### src/pkg/sram_ctl_pkg.sv
// Constants and timing for the asynchronous byte-wide memory controller.
// Operation
// - Write happens while select and write strobe are both low.
// - Read happens with select and output drive low, write strobe high.
// - Controller waits at least 100 us after power before first access.
// - Address stable from write start until write end.
// - Address presented at least 6 or 7 ns before write ends.
// - Write data set up 4 or 5 ns before write end, held 0 ns.
// - Controller must not drive data while device drives it.
package sram_ctl_pkg;
  localparam int ADDR_W = 19;
  localparam int DATA_W = 8;
  localparam int CLK_PERIOD_PS = 25000;
  // Slower grade figures are used so either grade of part works.
  localparam int POWER_UP_US = 100;
  localparam int ACCESS_NS = 10;
  localparam int OE_ACCESS_NS = 5;
  localparam int ADDR_SETUP_NS = 7;
  localparam int DATA_SETUP_NS = 5;
  localparam int PULSE_NS = 7;
  localparam int FLOAT_NS = 5;
  localparam int POWER_UP_CYC = (POWER_UP_US * 1000000 + CLK_PERIOD_PS - 1) / CLK_PERIOD_PS;
  localparam int ACCESS_CYC = (ACCESS_NS * 1000 + CLK_PERIOD_PS - 1) / CLK_PERIOD_PS;
  localparam int PULSE_CYC = (PULSE_NS * 1000 + CLK_PERIOD_PS - 1) / CLK_PERIOD_PS;
  localparam int FLOAT_CYC = (FLOAT_NS * 1000 + CLK_PERIOD_PS - 1) / CLK_PERIOD_PS;
  localparam int CNT_W = 12;
endpackage : sram_ctl_pkg

### src/pkg/sram_pins_if.sv
// Pin bundle between the sequencer and the pin driver.
`timescale 1ns/1ps
interface sram_pins_if;
  import sram_ctl_pkg::*;
  logic [ADDR_W-1:0] addr;
  logic [DATA_W-1:0] wdata;
  logic sel;
  logic oe;
  logic we;
  logic drive;
  modport seq (output addr, output wdata, output sel, output oe, output we, output drive);
  modport pins (input addr, input wdata, input sel, input oe, input we, input drive);
endinterface : sram_pins_if

### src/logic/sram_pin_drive.sv
// Registered pin stage turning sequencer requests into active-low strobes.
`timescale 1ns/1ps
module sram_pin_drive
  import sram_ctl_pkg::*;
(
  input wire logic clk,
  input wire logic rst,
  sram_pins_if.pins p,
  output logic [ADDR_W-1:0] addr_lines,
  output logic chip_select_n,
  output logic output_drive_n,
  output logic write_strobe_n,
  output logic [DATA_W-1:0] data_out,
  output logic data_oe
);
  always_ff @(posedge clk or posedge rst)
  begin
    if (rst)
    begin
      chip_select_n <= 1'b1;
      output_drive_n <= 1'b1;
      write_strobe_n <= 1'b1;
      addr_lines <= '0;
    end
    else
    begin
      chip_select_n <= ~p.sel;
      output_drive_n <= ~p.oe;
      write_strobe_n <= ~p.we;
      addr_lines <= p.addr;
    end
  end

  always_ff @(posedge clk or posedge rst)
  begin
    if (rst)
    begin
      data_out <= '0;
      data_oe <= 1'b0;
    end
    else
    begin
      data_out <= p.wdata;
      data_oe <= p.drive;
    end
  end
endmodule : sram_pin_drive

### src/logic/sram_ctl.sv
// Controller sequencing reads and writes to an asynchronous byte-wide memory.
`timescale 1ns/1ps
module sram_ctl
  import sram_ctl_pkg::*;
#(
  parameter int POWER_WAIT_CYC = POWER_UP_CYC
)
(
  input wire logic REF_CLK,
  input wire logic RESET,
  input wire logic REQ_VALID,
  input wire logic REQ_WRITE,
  input wire logic [ADDR_W-1:0] REQ_ADDR,
  input wire logic [DATA_W-1:0] REQ_WDATA,
  output logic REQ_READY,
  output logic RD_VALID,
  output logic [DATA_W-1:0] RD_DATA,
  output logic [ADDR_W-1:0] ADDR_LINES,
  output logic CHIP_SELECT_N,
  output logic OUTPUT_DRIVE_N,
  output logic WRITE_STROBE_N,
  output logic [DATA_W-1:0] DATA_LINES_O,
  output logic DATA_LINES_OE,
  input wire logic [DATA_W-1:0] DATA_LINES_I
);
  typedef enum logic [2:0] {S_POWER, S_IDLE, S_WSETUP, S_WPULSE, S_WEND, S_READ, S_RFLOAT} state_e;

  state_e state_ff;
  logic [CNT_W-1:0] cnt_ff;
  logic [CNT_W-1:0] pwr_ff;
  logic [ADDR_W-1:0] addr_ff;
  logic [DATA_W-1:0] wdata_ff;
  logic is_write_ff;
  logic pwr_done;

  sram_pins_if pins ();

  // ==========================================================================
  // State decode
  // ==========================================================================
  // Write states share one decode so select and data drive can never disagree in a write state.
  function automatic logic in_write(input state_e s);
    return s inside {S_WSETUP, S_WPULSE, S_WEND};
  endfunction : in_write

  // ==========================================================================
  // Power-up wait
  // ==========================================================================
  assign pwr_done = (pwr_ff >= CNT_W'(POWER_WAIT_CYC));

  always_ff @(posedge REF_CLK or posedge RESET)
  begin
    if (RESET)
      pwr_ff <= '0;
    else if (!pwr_done)
      pwr_ff <= pwr_ff + 1'b1;
  end

  // ==========================================================================
  // Sequencer
  // ==========================================================================
  assign REQ_READY = (state_ff == S_IDLE);

  always_ff @(posedge REF_CLK or posedge RESET)
  begin
    if (RESET)
    begin
      state_ff <= S_POWER;
      cnt_ff <= '0;
      addr_ff <= '0;
      wdata_ff <= '0;
      is_write_ff <= 1'b0;
    end
    else
    begin
      unique case (state_ff)
        S_POWER:
          if (pwr_done)
            state_ff <= S_IDLE;
        S_IDLE:
          if (REQ_VALID)
          begin
            addr_ff <= REQ_ADDR;
            wdata_ff <= REQ_WDATA;
            is_write_ff <= REQ_WRITE;
            cnt_ff <= '0;
            state_ff <= REQ_WRITE ? S_WSETUP : S_READ;
          end
        S_WSETUP:
          // Address and data lead the strobe by one cycle, which covers setup.
          state_ff <= S_WPULSE;
        S_WPULSE:
          if (cnt_ff == CNT_W'(PULSE_CYC - 1))
            state_ff <= S_WEND;
          else
            cnt_ff <= cnt_ff + 1'b1;
        S_WEND:
          state_ff <= S_IDLE;
        S_READ:
          // The extra count cycle covers the pin register, so the pins get only ACCESS_CYC cycles before sampling.
          if (cnt_ff == CNT_W'(ACCESS_CYC))
          begin
            cnt_ff <= '0;
            state_ff <= S_RFLOAT;
          end
          else
            cnt_ff <= cnt_ff + 1'b1;
        S_RFLOAT:
          // Keep our drivers off until the device has floated the bus.
          if (cnt_ff == CNT_W'(FLOAT_CYC))
            state_ff <= S_IDLE;
          else
            cnt_ff <= cnt_ff + 1'b1;
        default:
          state_ff <= S_IDLE;
      endcase
    end
  end

  // ==========================================================================
  // Pin requests
  // ==========================================================================
  assign pins.addr = addr_ff;
  assign pins.wdata = wdata_ff;
  assign pins.sel = in_write(state_ff) || (state_ff == S_READ);
  assign pins.we = (state_ff == S_WPULSE);
  assign pins.oe = (state_ff == S_READ);
  assign pins.drive = in_write(state_ff);

  sram_pin_drive u_drive (
    .clk(REF_CLK),
    .rst(RESET),
    .p(pins.pins),
    .addr_lines(ADDR_LINES),
    .chip_select_n(CHIP_SELECT_N),
    .output_drive_n(OUTPUT_DRIVE_N),
    .write_strobe_n(WRITE_STROBE_N),
    .data_out(DATA_LINES_O),
    .data_oe(DATA_LINES_OE)
  );

  // ==========================================================================
  // Read capture
  // ==========================================================================
  always_ff @(posedge REF_CLK or posedge RESET)
  begin
    if (RESET)
    begin
      RD_VALID <= 1'b0;
      RD_DATA <= '0;
    end
    else
    begin
      RD_VALID <= 1'b0;
      if (state_ff == S_READ && cnt_ff == CNT_W'(ACCESS_CYC))
      begin
        RD_DATA <= DATA_LINES_I;
        RD_VALID <= 1'b1;
      end
    end
  end

  // ==========================================================================
  // Checks
  // ==========================================================================
  a_no_contention: assert property (@(posedge REF_CLK) disable iff (RESET)
    DATA_LINES_OE |-> OUTPUT_DRIVE_N)
    else $error("controller drives data while outputs enabled");
  a_strobe_needs_select: assert property (@(posedge REF_CLK) disable iff (RESET)
    !WRITE_STROBE_N |-> !CHIP_SELECT_N && DATA_LINES_OE)
    else $error("write strobe without select or data");
  a_addr_held_write: assert property (@(posedge REF_CLK) disable iff (RESET)
    !WRITE_STROBE_N |-> $stable(ADDR_LINES) && $stable(DATA_LINES_O))
    else $error("address or data moved during write");
  // One clock of strobe is far beyond the minimum pulse, so only the lead and the end are checked.
  a_addr_lead_write: assert property (@(posedge REF_CLK) disable iff (RESET)
    $fell(WRITE_STROBE_N) |-> !$past(CHIP_SELECT_N) && $stable(ADDR_LINES))
    else $error("address or select not set up before write strobe");
  a_write_pulse_end: assert property (@(posedge REF_CLK) disable iff (RESET)
    $fell(WRITE_STROBE_N) |-> ##[1:2] WRITE_STROBE_N)
    else $error("write strobe did not end");
  a_data_hold_end: assert property (@(posedge REF_CLK) disable iff (RESET)
    $rose(WRITE_STROBE_N) |-> DATA_LINES_OE && !CHIP_SELECT_N)
    else $error("data or select dropped with strobe");
  a_read_strobes: assert property (@(posedge REF_CLK) disable iff (RESET)
    !OUTPUT_DRIVE_N |-> !CHIP_SELECT_N && WRITE_STROBE_N)
    else $error("output enable outside read");
  a_read_result: assert property (@(posedge REF_CLK) disable iff (RESET)
    $fell(OUTPUT_DRIVE_N) |-> ##[1:2] RD_VALID)
    else $error("read result late");
  a_power_wait: assert property (@(posedge REF_CLK) disable iff (RESET)
    !pwr_done |-> CHIP_SELECT_N)
    else $error("access before power-up wait");
  a_float_gap: assert property (@(posedge REF_CLK) disable iff (RESET)
    $rose(OUTPUT_DRIVE_N) |-> !DATA_LINES_OE [*2])
    else $error("drove bus too soon after read");

  // ==========================================================================
  // Bus turn, result and power-up checks
  // ==========================================================================
  // Our data drivers may only be on inside a selected write window.
  a_drive_selected: assert property (@(posedge REF_CLK) disable iff (RESET)
    DATA_LINES_OE |-> !CHIP_SELECT_N && is_write_ff)
    else $error("data driven outside a write");
  a_data_setup: assert property (@(posedge REF_CLK) disable iff (RESET)
    !WRITE_STROBE_N |-> $past(DATA_LINES_OE))
    else $error("write data not set up before strobe");
  a_write_oe_off: assert property (@(posedge REF_CLK) disable iff (RESET)
    !WRITE_STROBE_N |-> OUTPUT_DRIVE_N)
    else $error("outputs enabled during write");
  // The captured byte is only trusted if the memory was driving when it was taken.
  a_read_sample: assert property (@(posedge REF_CLK) disable iff (RESET)
    RD_VALID |-> !$past(OUTPUT_DRIVE_N) && !$past(CHIP_SELECT_N))
    else $error("read data taken without outputs enabled");
  a_rd_valid_pulse: assert property (@(posedge REF_CLK) disable iff (RESET)
    RD_VALID |=> !RD_VALID)
    else $error("read valid longer than one cycle");
  a_ready_after_power: assert property (@(posedge REF_CLK) disable iff (RESET)
    REQ_READY |-> pwr_done)
    else $error("ready before power-up wait");
endmodule : sram_ctl

### config.mk
export PLATFORM = sky130hd
export DESIGN_NAME = sram_ctl
export DESIGN_NICKNAME = d
export VERILOG_FILES = /design/src/pkg/sram_ctl_pkg.sv /design/src/pkg/sram_pins_if.sv /design/src/logic/sram_pin_drive.sv /design/src/logic/sram_ctl.sv
export SDC_FILE = /design/constraint.sdc
export NUM_CORES = 1
export LEC_CHECK = 0
export BUFFER_PORTS_ARGS = -buffer_cell sky130_fd_sc_hd__clkbuf_2
export CORE_MARGIN = 1.5
export CORE_UTILIZATION = 50
export CTS_BUF_LIST = sky130_fd_sc_hd__clkbuf_8
export DETAILED_ROUTE_END_ITERATION = 10
export PLACE_DENSITY = 0.74
export RECOVER_POWER = 50
export REMOVE_ABC_BUFFERS = 1
export SKIP_LAST_GASP = 1
export SLEW_MARGIN = 20
export SYNTH_ARGS = -nofsm -noshare
export SYNTH_HDL_FRONTEND = slang
export SYNTH_HIERARCHICAL = 1
export SYNTH_SLANG_ARGS = --single-unit
### constraint.sdc
create_clock -name REF_CLK -period 2.55 [get_ports REF_CLK]
set_input_delay 0.51 -clock REF_CLK [delete_from_list [all_inputs] [get_ports REF_CLK]]
set_output_delay 0.51 -clock REF_CLK [all_outputs]
set_load 0.02 [all_outputs]
==> results of run 1 <==
[where the power goes]
part	leakage [nW]	switching [mW]	total, mW	internal, mW
Sequential	1.15	0.277	2.34	2.06
Combinational	0.861	0.983	1.68	0.700
Clock	0.104	0.531	1.03	0.494
Total	2.11	1.79	5.05	3.26
[logic make-up after synthesis]
group | share of synthesized area (%)
multiplexers | 11.0
AO/OA/AOI/OAI | 6.58
flip-flops | 63.3
adder cells (fa/ha/maj) | 1.68
AND/OR/NAND/NOR | 12.1
buffers and inverters | 2.35
XOR/XNOR | 3.06
[how the worst max path moves through the flow]
stage                              to                     from  slack (ps)  depth (start not counted)
3_3_place_gp   RD_DATA[5]$_DFFE_PP0P_    cnt_ff[6]$_DFFE_PP0P_         530                          4
2_1_floorplan  RD_DATA[0]$_DFFE_PP0P_                    RESET         470                          1
3_5_place_dp    cnt_ff[0]$_DFFE_PP0P_    cnt_ff[3]$_DFFE_PP0P_         510                          5
4_1_cts         cnt_ff[7]$_DFFE_PP0P_  state_ff[1]$_DFFE_PP0P_         460                          6
5_1_grt         cnt_ff[7]$_DFFE_PP0P_    cnt_ff[6]$_DFFE_PP0P_         310                          5
6_report        cnt_ff[7]$_DFFE_PP0P_  state_ff[1]$_DFFE_PP0P_         430                          6
[worst max-delay path: stages, from the launching register on]
cell and delay [ps]:
dfrtp_1 550, nand2b_1 310, o21ai_1 230, nor2_2 100, and2_1 260, or4_1 520
nand2_1 80
[through the flow]
stage	hold WS (ps)	total power, mW	cells
finish	194	5.05	481
global route	264	5.39	481
CTS	122	5.11	481
detailed placement	358	4.08	465
global placement	352	4.01	465
floorplan	350	3.51	283
[layout make-up]
class / count / area (sq um) / share of cell area, %
flip-flops and latches: 94 / 2360 / 53.1
well taps: 99 / 124 / 2.79
inverters: 13 / 48.8 / 1.10
multi-input cells: 176 / 1280 / 28.9
clock buffers: 10 / 138 / 3.10
clock inverters: 6 / 72.6 / 1.64
repair buffers: 83 / 413 / 9.31
[registers in the layout, indices dropped and copies added, names as in the netlist, 3 cells and up]
register,flops
RD_DATA,8
addr_ff,19
state_ff,3
u_drive/data_out,8
pwr_ff,12
u_drive/addr_lines,19
cnt_ff,12
pins.wdata,8
[routing by layer]
layer | part of all wire, % | vias up | wire [um] | global-route usage [%]
met5 | 0 | - | 0 | 0
met4 | 1.8 | 0 | 118 | 9.37
met3 | 5.7 | 11 | 380 | 3.88
met2 | 47 | 79 | 3100 | 28.2
met1 | 46 | 1197 | 3030 | 22.6
li1 | - | 1175 | - | -
[cell usage in the layout (no fill, tap or decap), types with 5 or more instances in the layout]
cell type / Yosys / layout
mux2_2: 35 / 35
clkbuf_2: 0 / 78
nand2_1: 22 / 22
xnor2_1: 12 / 12
clkbuf_8: 0 / 10
inv_1: 13 / 13
and3_1: 5 / 5
o21ai_0: 11 / 11
nand3_1: 11 / 11
dfrtp_1: 91 / 91
ha_1: 5 / 5
nor2_1: 25 / 25
==> reports/metrics.yaml, run 1 <==
htree_levels: 3
finalHoldViolCount: 0
vias: 2462
cts_resized: 0
cts_root_buf: "clkbuf_8"
core_region_area_sq_um: 7210
maxCapViolCount: 0
die_y_um: 89.3
syn_inst: 290
numCtsBuffers: 9
rr_startpoint: "state_ff[1]$_DFFE_PP0P_"
post-place-ws_ps: 508
async_flop_share_pct: 100
synth_top_cell_by_area: "dfrtp_1"
cts.sinks: 94
rrSetupSlack_ps: 430
dp_hpwl_um: 4770
cp-start-kind: "flop"
first_pass_iters: 5
reg2reg_depth: 6
rows: 31
fin_crit_ps: 2120
grt_pass1_vias: 2349
yosysWarningCount: 6
area_growth_pct: 19.0
die-area_sq_um: 7980
drc: 0
fin_ws_ps: 431
antenna_found_initial: 0
grt_max_degree: 28
post-route-util_pct: 61.4
leakagePower_nw: 2.11
drv_slew: 0
irDropWorstVdd_mv: 0.332
synth_common_cells: "dfrtp_1, mux2_2, nor2_1, nand2_1, inv_1"
portBuffers: 79
grt_overflow: 0
fin_area_sq_um: 4430
skew_ps: 12.5
worst_pin_slew_ps: 1270
pin_count: 80
via_per_inst: 5.12
cp.arrival_ps: 2410
clock.fmax_mhz: 472
post-route-period-util_pct: 83.1
clk_latency_ps: 350
wl_per_cell_um: 13.8
rr_endpoint: "cnt_ff[7]$_DFFE_PP0P_"
cts.clk_slew.worst_paths_ps: 100
rsz0062_at_grt: "no"
fillers: 582
ys_types: 45
synth_most_common_cell: "dfrtp_1"
hold_class: "input port to asynchronous set/reset pin"
avgSynthCellArea_sq_um: 12.8
setup.worst_path.end_class: "flop"
start_util_pct: 51.6
grt.total_usage_pct: 17.7
cellPowerDensity_nw_per_um2: 1140
syn_area_sq_um: 3720
drive_above_1_share_pct: 38.5
synthFlopType: "dfrtp_1"
setup_viol: 0
nNetsFinal: 421
ys_ff_latch: 94
cp_max_fo: 17
grt_pass1_wl_um: 10600
outcome: "completed"
postPlaceCellArea_sq_um: 4240
wirelength_um: 6620
diodes: 0
synth_area_leaders: "dfrtp_1, mux2_2, xnor2_1"
clk_path_buf_depth: 2
die_w_um: 89.3
tritoncts: "built"
synth_top_area_share_pct: 61.1
slew_headroom_pct: 15.6
fin_setup_tns_ps: 0
critPathKind: "flop to flop"
postCtsSetupRepairBufs: 0
place.gp.congestion: 0.880
synth_edf_count: 0
synth-seq-area-share_pct: 63.3
drt_iter0_drc: 75
crit_required_ps: 2840
ctsHoldBuffers: 0
postRouteAntennaNets: 0
Power figures use the tool's default switching activity.
==> run 2, diff against run 1 <==
Clock period 2.55 ns to 2 ns, I/O delays scaled along.
==> run 2 against run 1 <==
  * Largest power group unchanged
  * The run now ends with capacitance limit, slew limit left
  * Combinational power increased by 38%
  * Critical endpoint is now cnt_ff[8]$_DFFE_PP0P_
  * Critical path depth increased by 1
  * Non-clock buffer count increased by 10
  * Sequential cell count unchanged
  * Cell count increased by 2.1%
  * First-iteration DRC count increased by 56%
==> reports/metrics.yaml, run 2 (synthesis results as in run 1) <==
finalHoldViolCount: 0  # unchanged
die_w_um: 89.3  # unchanged
outcome: "complete, but fails checks"
maxCapViolCount: 1  # +1
nNetsFinal: 431  # +2.4%
ctsHoldBuffers: 0  # unchanged
final_cell_mix: "dfrtp_1, clkbuf_2, mux2_2"
drv_slew: 64  # +64
first_pass_iters: 4  # -1
fin_crit_ps: 1930  # -187 ps
rsz0062_at_grt: "yes"
clk_path_buf_depth: 2  # unchanged
via_per_inst: 5.04  # -1.5%
cts.sinks: 94  # unchanged
rr_startpoint: "cnt_ff[11]$_DFFE_PP0P_"
drive_above_1_share_pct: 40.6  # +2.1 points
grt_overflow: 0  # unchanged
grt.total_usage_pct: 19.0  # +1.3 points
wl_per_cell_um: 14.5  # +5.3%
place.gp.congestion: 0.892  # +1.4%
slew_headroom_pct: -3.47  # -19 points
die-area_sq_um: 7980  # unchanged
reg_top3: "addr_ff: 19 flops, u_drive/addr_lines: 19 flops"
core_region_area_sq_um: 7210  # unchanged
cp_max_fo: 5  # -12
numCtsBuffers: 9  # unchanged
skew_ps: 6.83  # -5.69 ps
hold_class: "input port to asynchronous set/reset pin"
vias: 2476  # +0.57%
start_util_pct: 51.6  # unchanged
grt_pass1_vias: 2372  # +0.98%
leakagePower_nw: 2.16  # +2.3%
tritoncts: "built"
wirelength_um: 7110  # +7.5%
worst_pin_slew_ps: 1550  # +286 ps
rrSetupSlack_ps: 70  # -360 ps
cp-start-kind: "flop"
drc: 0  # unchanged
rr_endpoint: "cnt_ff[8]$_DFFE_PP0P_"
crit_required_ps: 2230  # -610 ps
clock.fmax_mhz: 518  # +9.7%
reg2reg_depth: 7  # +1
critPathKind: "flop to flop"
cts_root_buf: "clkbuf_8"
grt_pass1_wl_um: 11200  # +5.9%
post-route-util_pct: 62.4  # +0.99 points
critical_path.endpoint: "cnt_ff[8]$_DFFE_PP0P_"
grt_max_degree: 64  # +130%
rows: 31  # unchanged
critPathLaunch: "cnt_ff[11]$_DFFE_PP0P_"
cp.arrival_ps: 2160  # -250 ps
dp_hpwl_um: 5130  # +7.6%
antenna_found_initial: 0  # unchanged
clk_latency_ps: 350  # about the same
diodes: 0  # unchanged
setup_viol: 0  # unchanged
cellPowerDensity_nw_per_um2: 1430  # +25%
post-route-period-util_pct: 96.6  # +13 points
cts.clk_slew.worst_paths_ps: 90  # about the same
portBuffers: 79  # unchanged
total_power_mw: 6.43  # +27%
setup.worst_path.end_class: "flop"
die_y_um: 89.3  # unchanged
violations: "capacitance limit, slew limit"
postRouteAntennaNets: 0  # unchanged
irDropWorstVdd_mv: 0.499  # +50%
final_common_cell: "dfrtp_1"
pin_count: 80  # unchanged
htree_levels: 3  # unchanged
area_growth_pct: 20.9
drt_iter0_drc: 117  # +56%
## run 2: changes by cell type in the layout (fill, tap and decap cells not counted), sizes merged
cell	delta
buf	+10
clkinv	+4
inv	-2
bufinv	-1
clkinvlp	-1
## run 2: layout make-up
type	count	area, sq um
inverter	13	48.8
tap	99	124
timing repair buffer	93	502
clock inverter	6	43.8
clock buffer	10	138
sequential	94	2360
fill	568	2710
multi-input combinational	176	1290
## run 2: report_power, final
part           total (mW)  leakage [nW]  switching [mW]  internal (mW)
Clock                1.14        0.0984           0.646          0.493
Combinational        2.32         0.917            1.32          0.995
Sequential           2.97          1.14           0.336           2.63
## run 2: critical path, stage by stage, from the launching register on
cell     delay, ps
dfrtp_1        420
nor4_4         360
nand4_1        200
buf_4          190
buf_4          130
o22ai_1        250
buf_4          210
nor2_1          60
## run 2: worst min-delay path by stage
stage                                 endpoint  slack, ps  cells after the start
6_report       u_drive/addr_lines[0]$_DFF_PP0_         20                      2
5_1_grt        u_drive/addr_lines[0]$_DFF_PP0_         30                      2
4_1_cts        u_drive/addr_lines[0]$_DFF_PP0_         20                      2
3_5_place_dp   u_drive/addr_lines[7]$_DFF_PP0_        360                      0
3_3_place_gp     u_drive/data_out[4]$_DFF_PP0_        350                      0
2_1_floorplan  u_drive/addr_lines[0]$_DFF_PP0_        350                      0
## run 2: routing by layer
metal | share of wire [%] | up-vias | routed length [um] | GRT usage (%)
met1 | 44 | 1201 | 3130 | 24.2
met5 | 0 | - | 0 | 0
met3 | 4.6 | 6 | 329 | 5.54
met2 | 50 | 75 | 3580 | 31.0
li1 | - | 1194 | - | -
met4 | 0.94 | 0 | 67 | 6.85
## run 2: through the flow
stage | area [sq um] | TNS, ps | hold slack (ps) | setup WS, ps | std cells
after detailed placement | 4320 | 0 | 358 | 95.0 | 473
after CTS | 4500 | 0 | 22.7 | 52.5 | 489
final | 4500 | 0 | 16.9 | 68.7 | 491
after floorplan | 3690 | -234 | 350 | -8.67 | 283
after global placement | 4320 | 0 | 352 | 122 | 473
after global routing | 4500 | -1.01 | 32.3 | -1.01 | 491
## run 2: what timing repair did
action | CTS | global route
gates resized for setup | 0 | 3
setup buffers | 0 | 2
endpoints found under the setup margin | 0 | 6
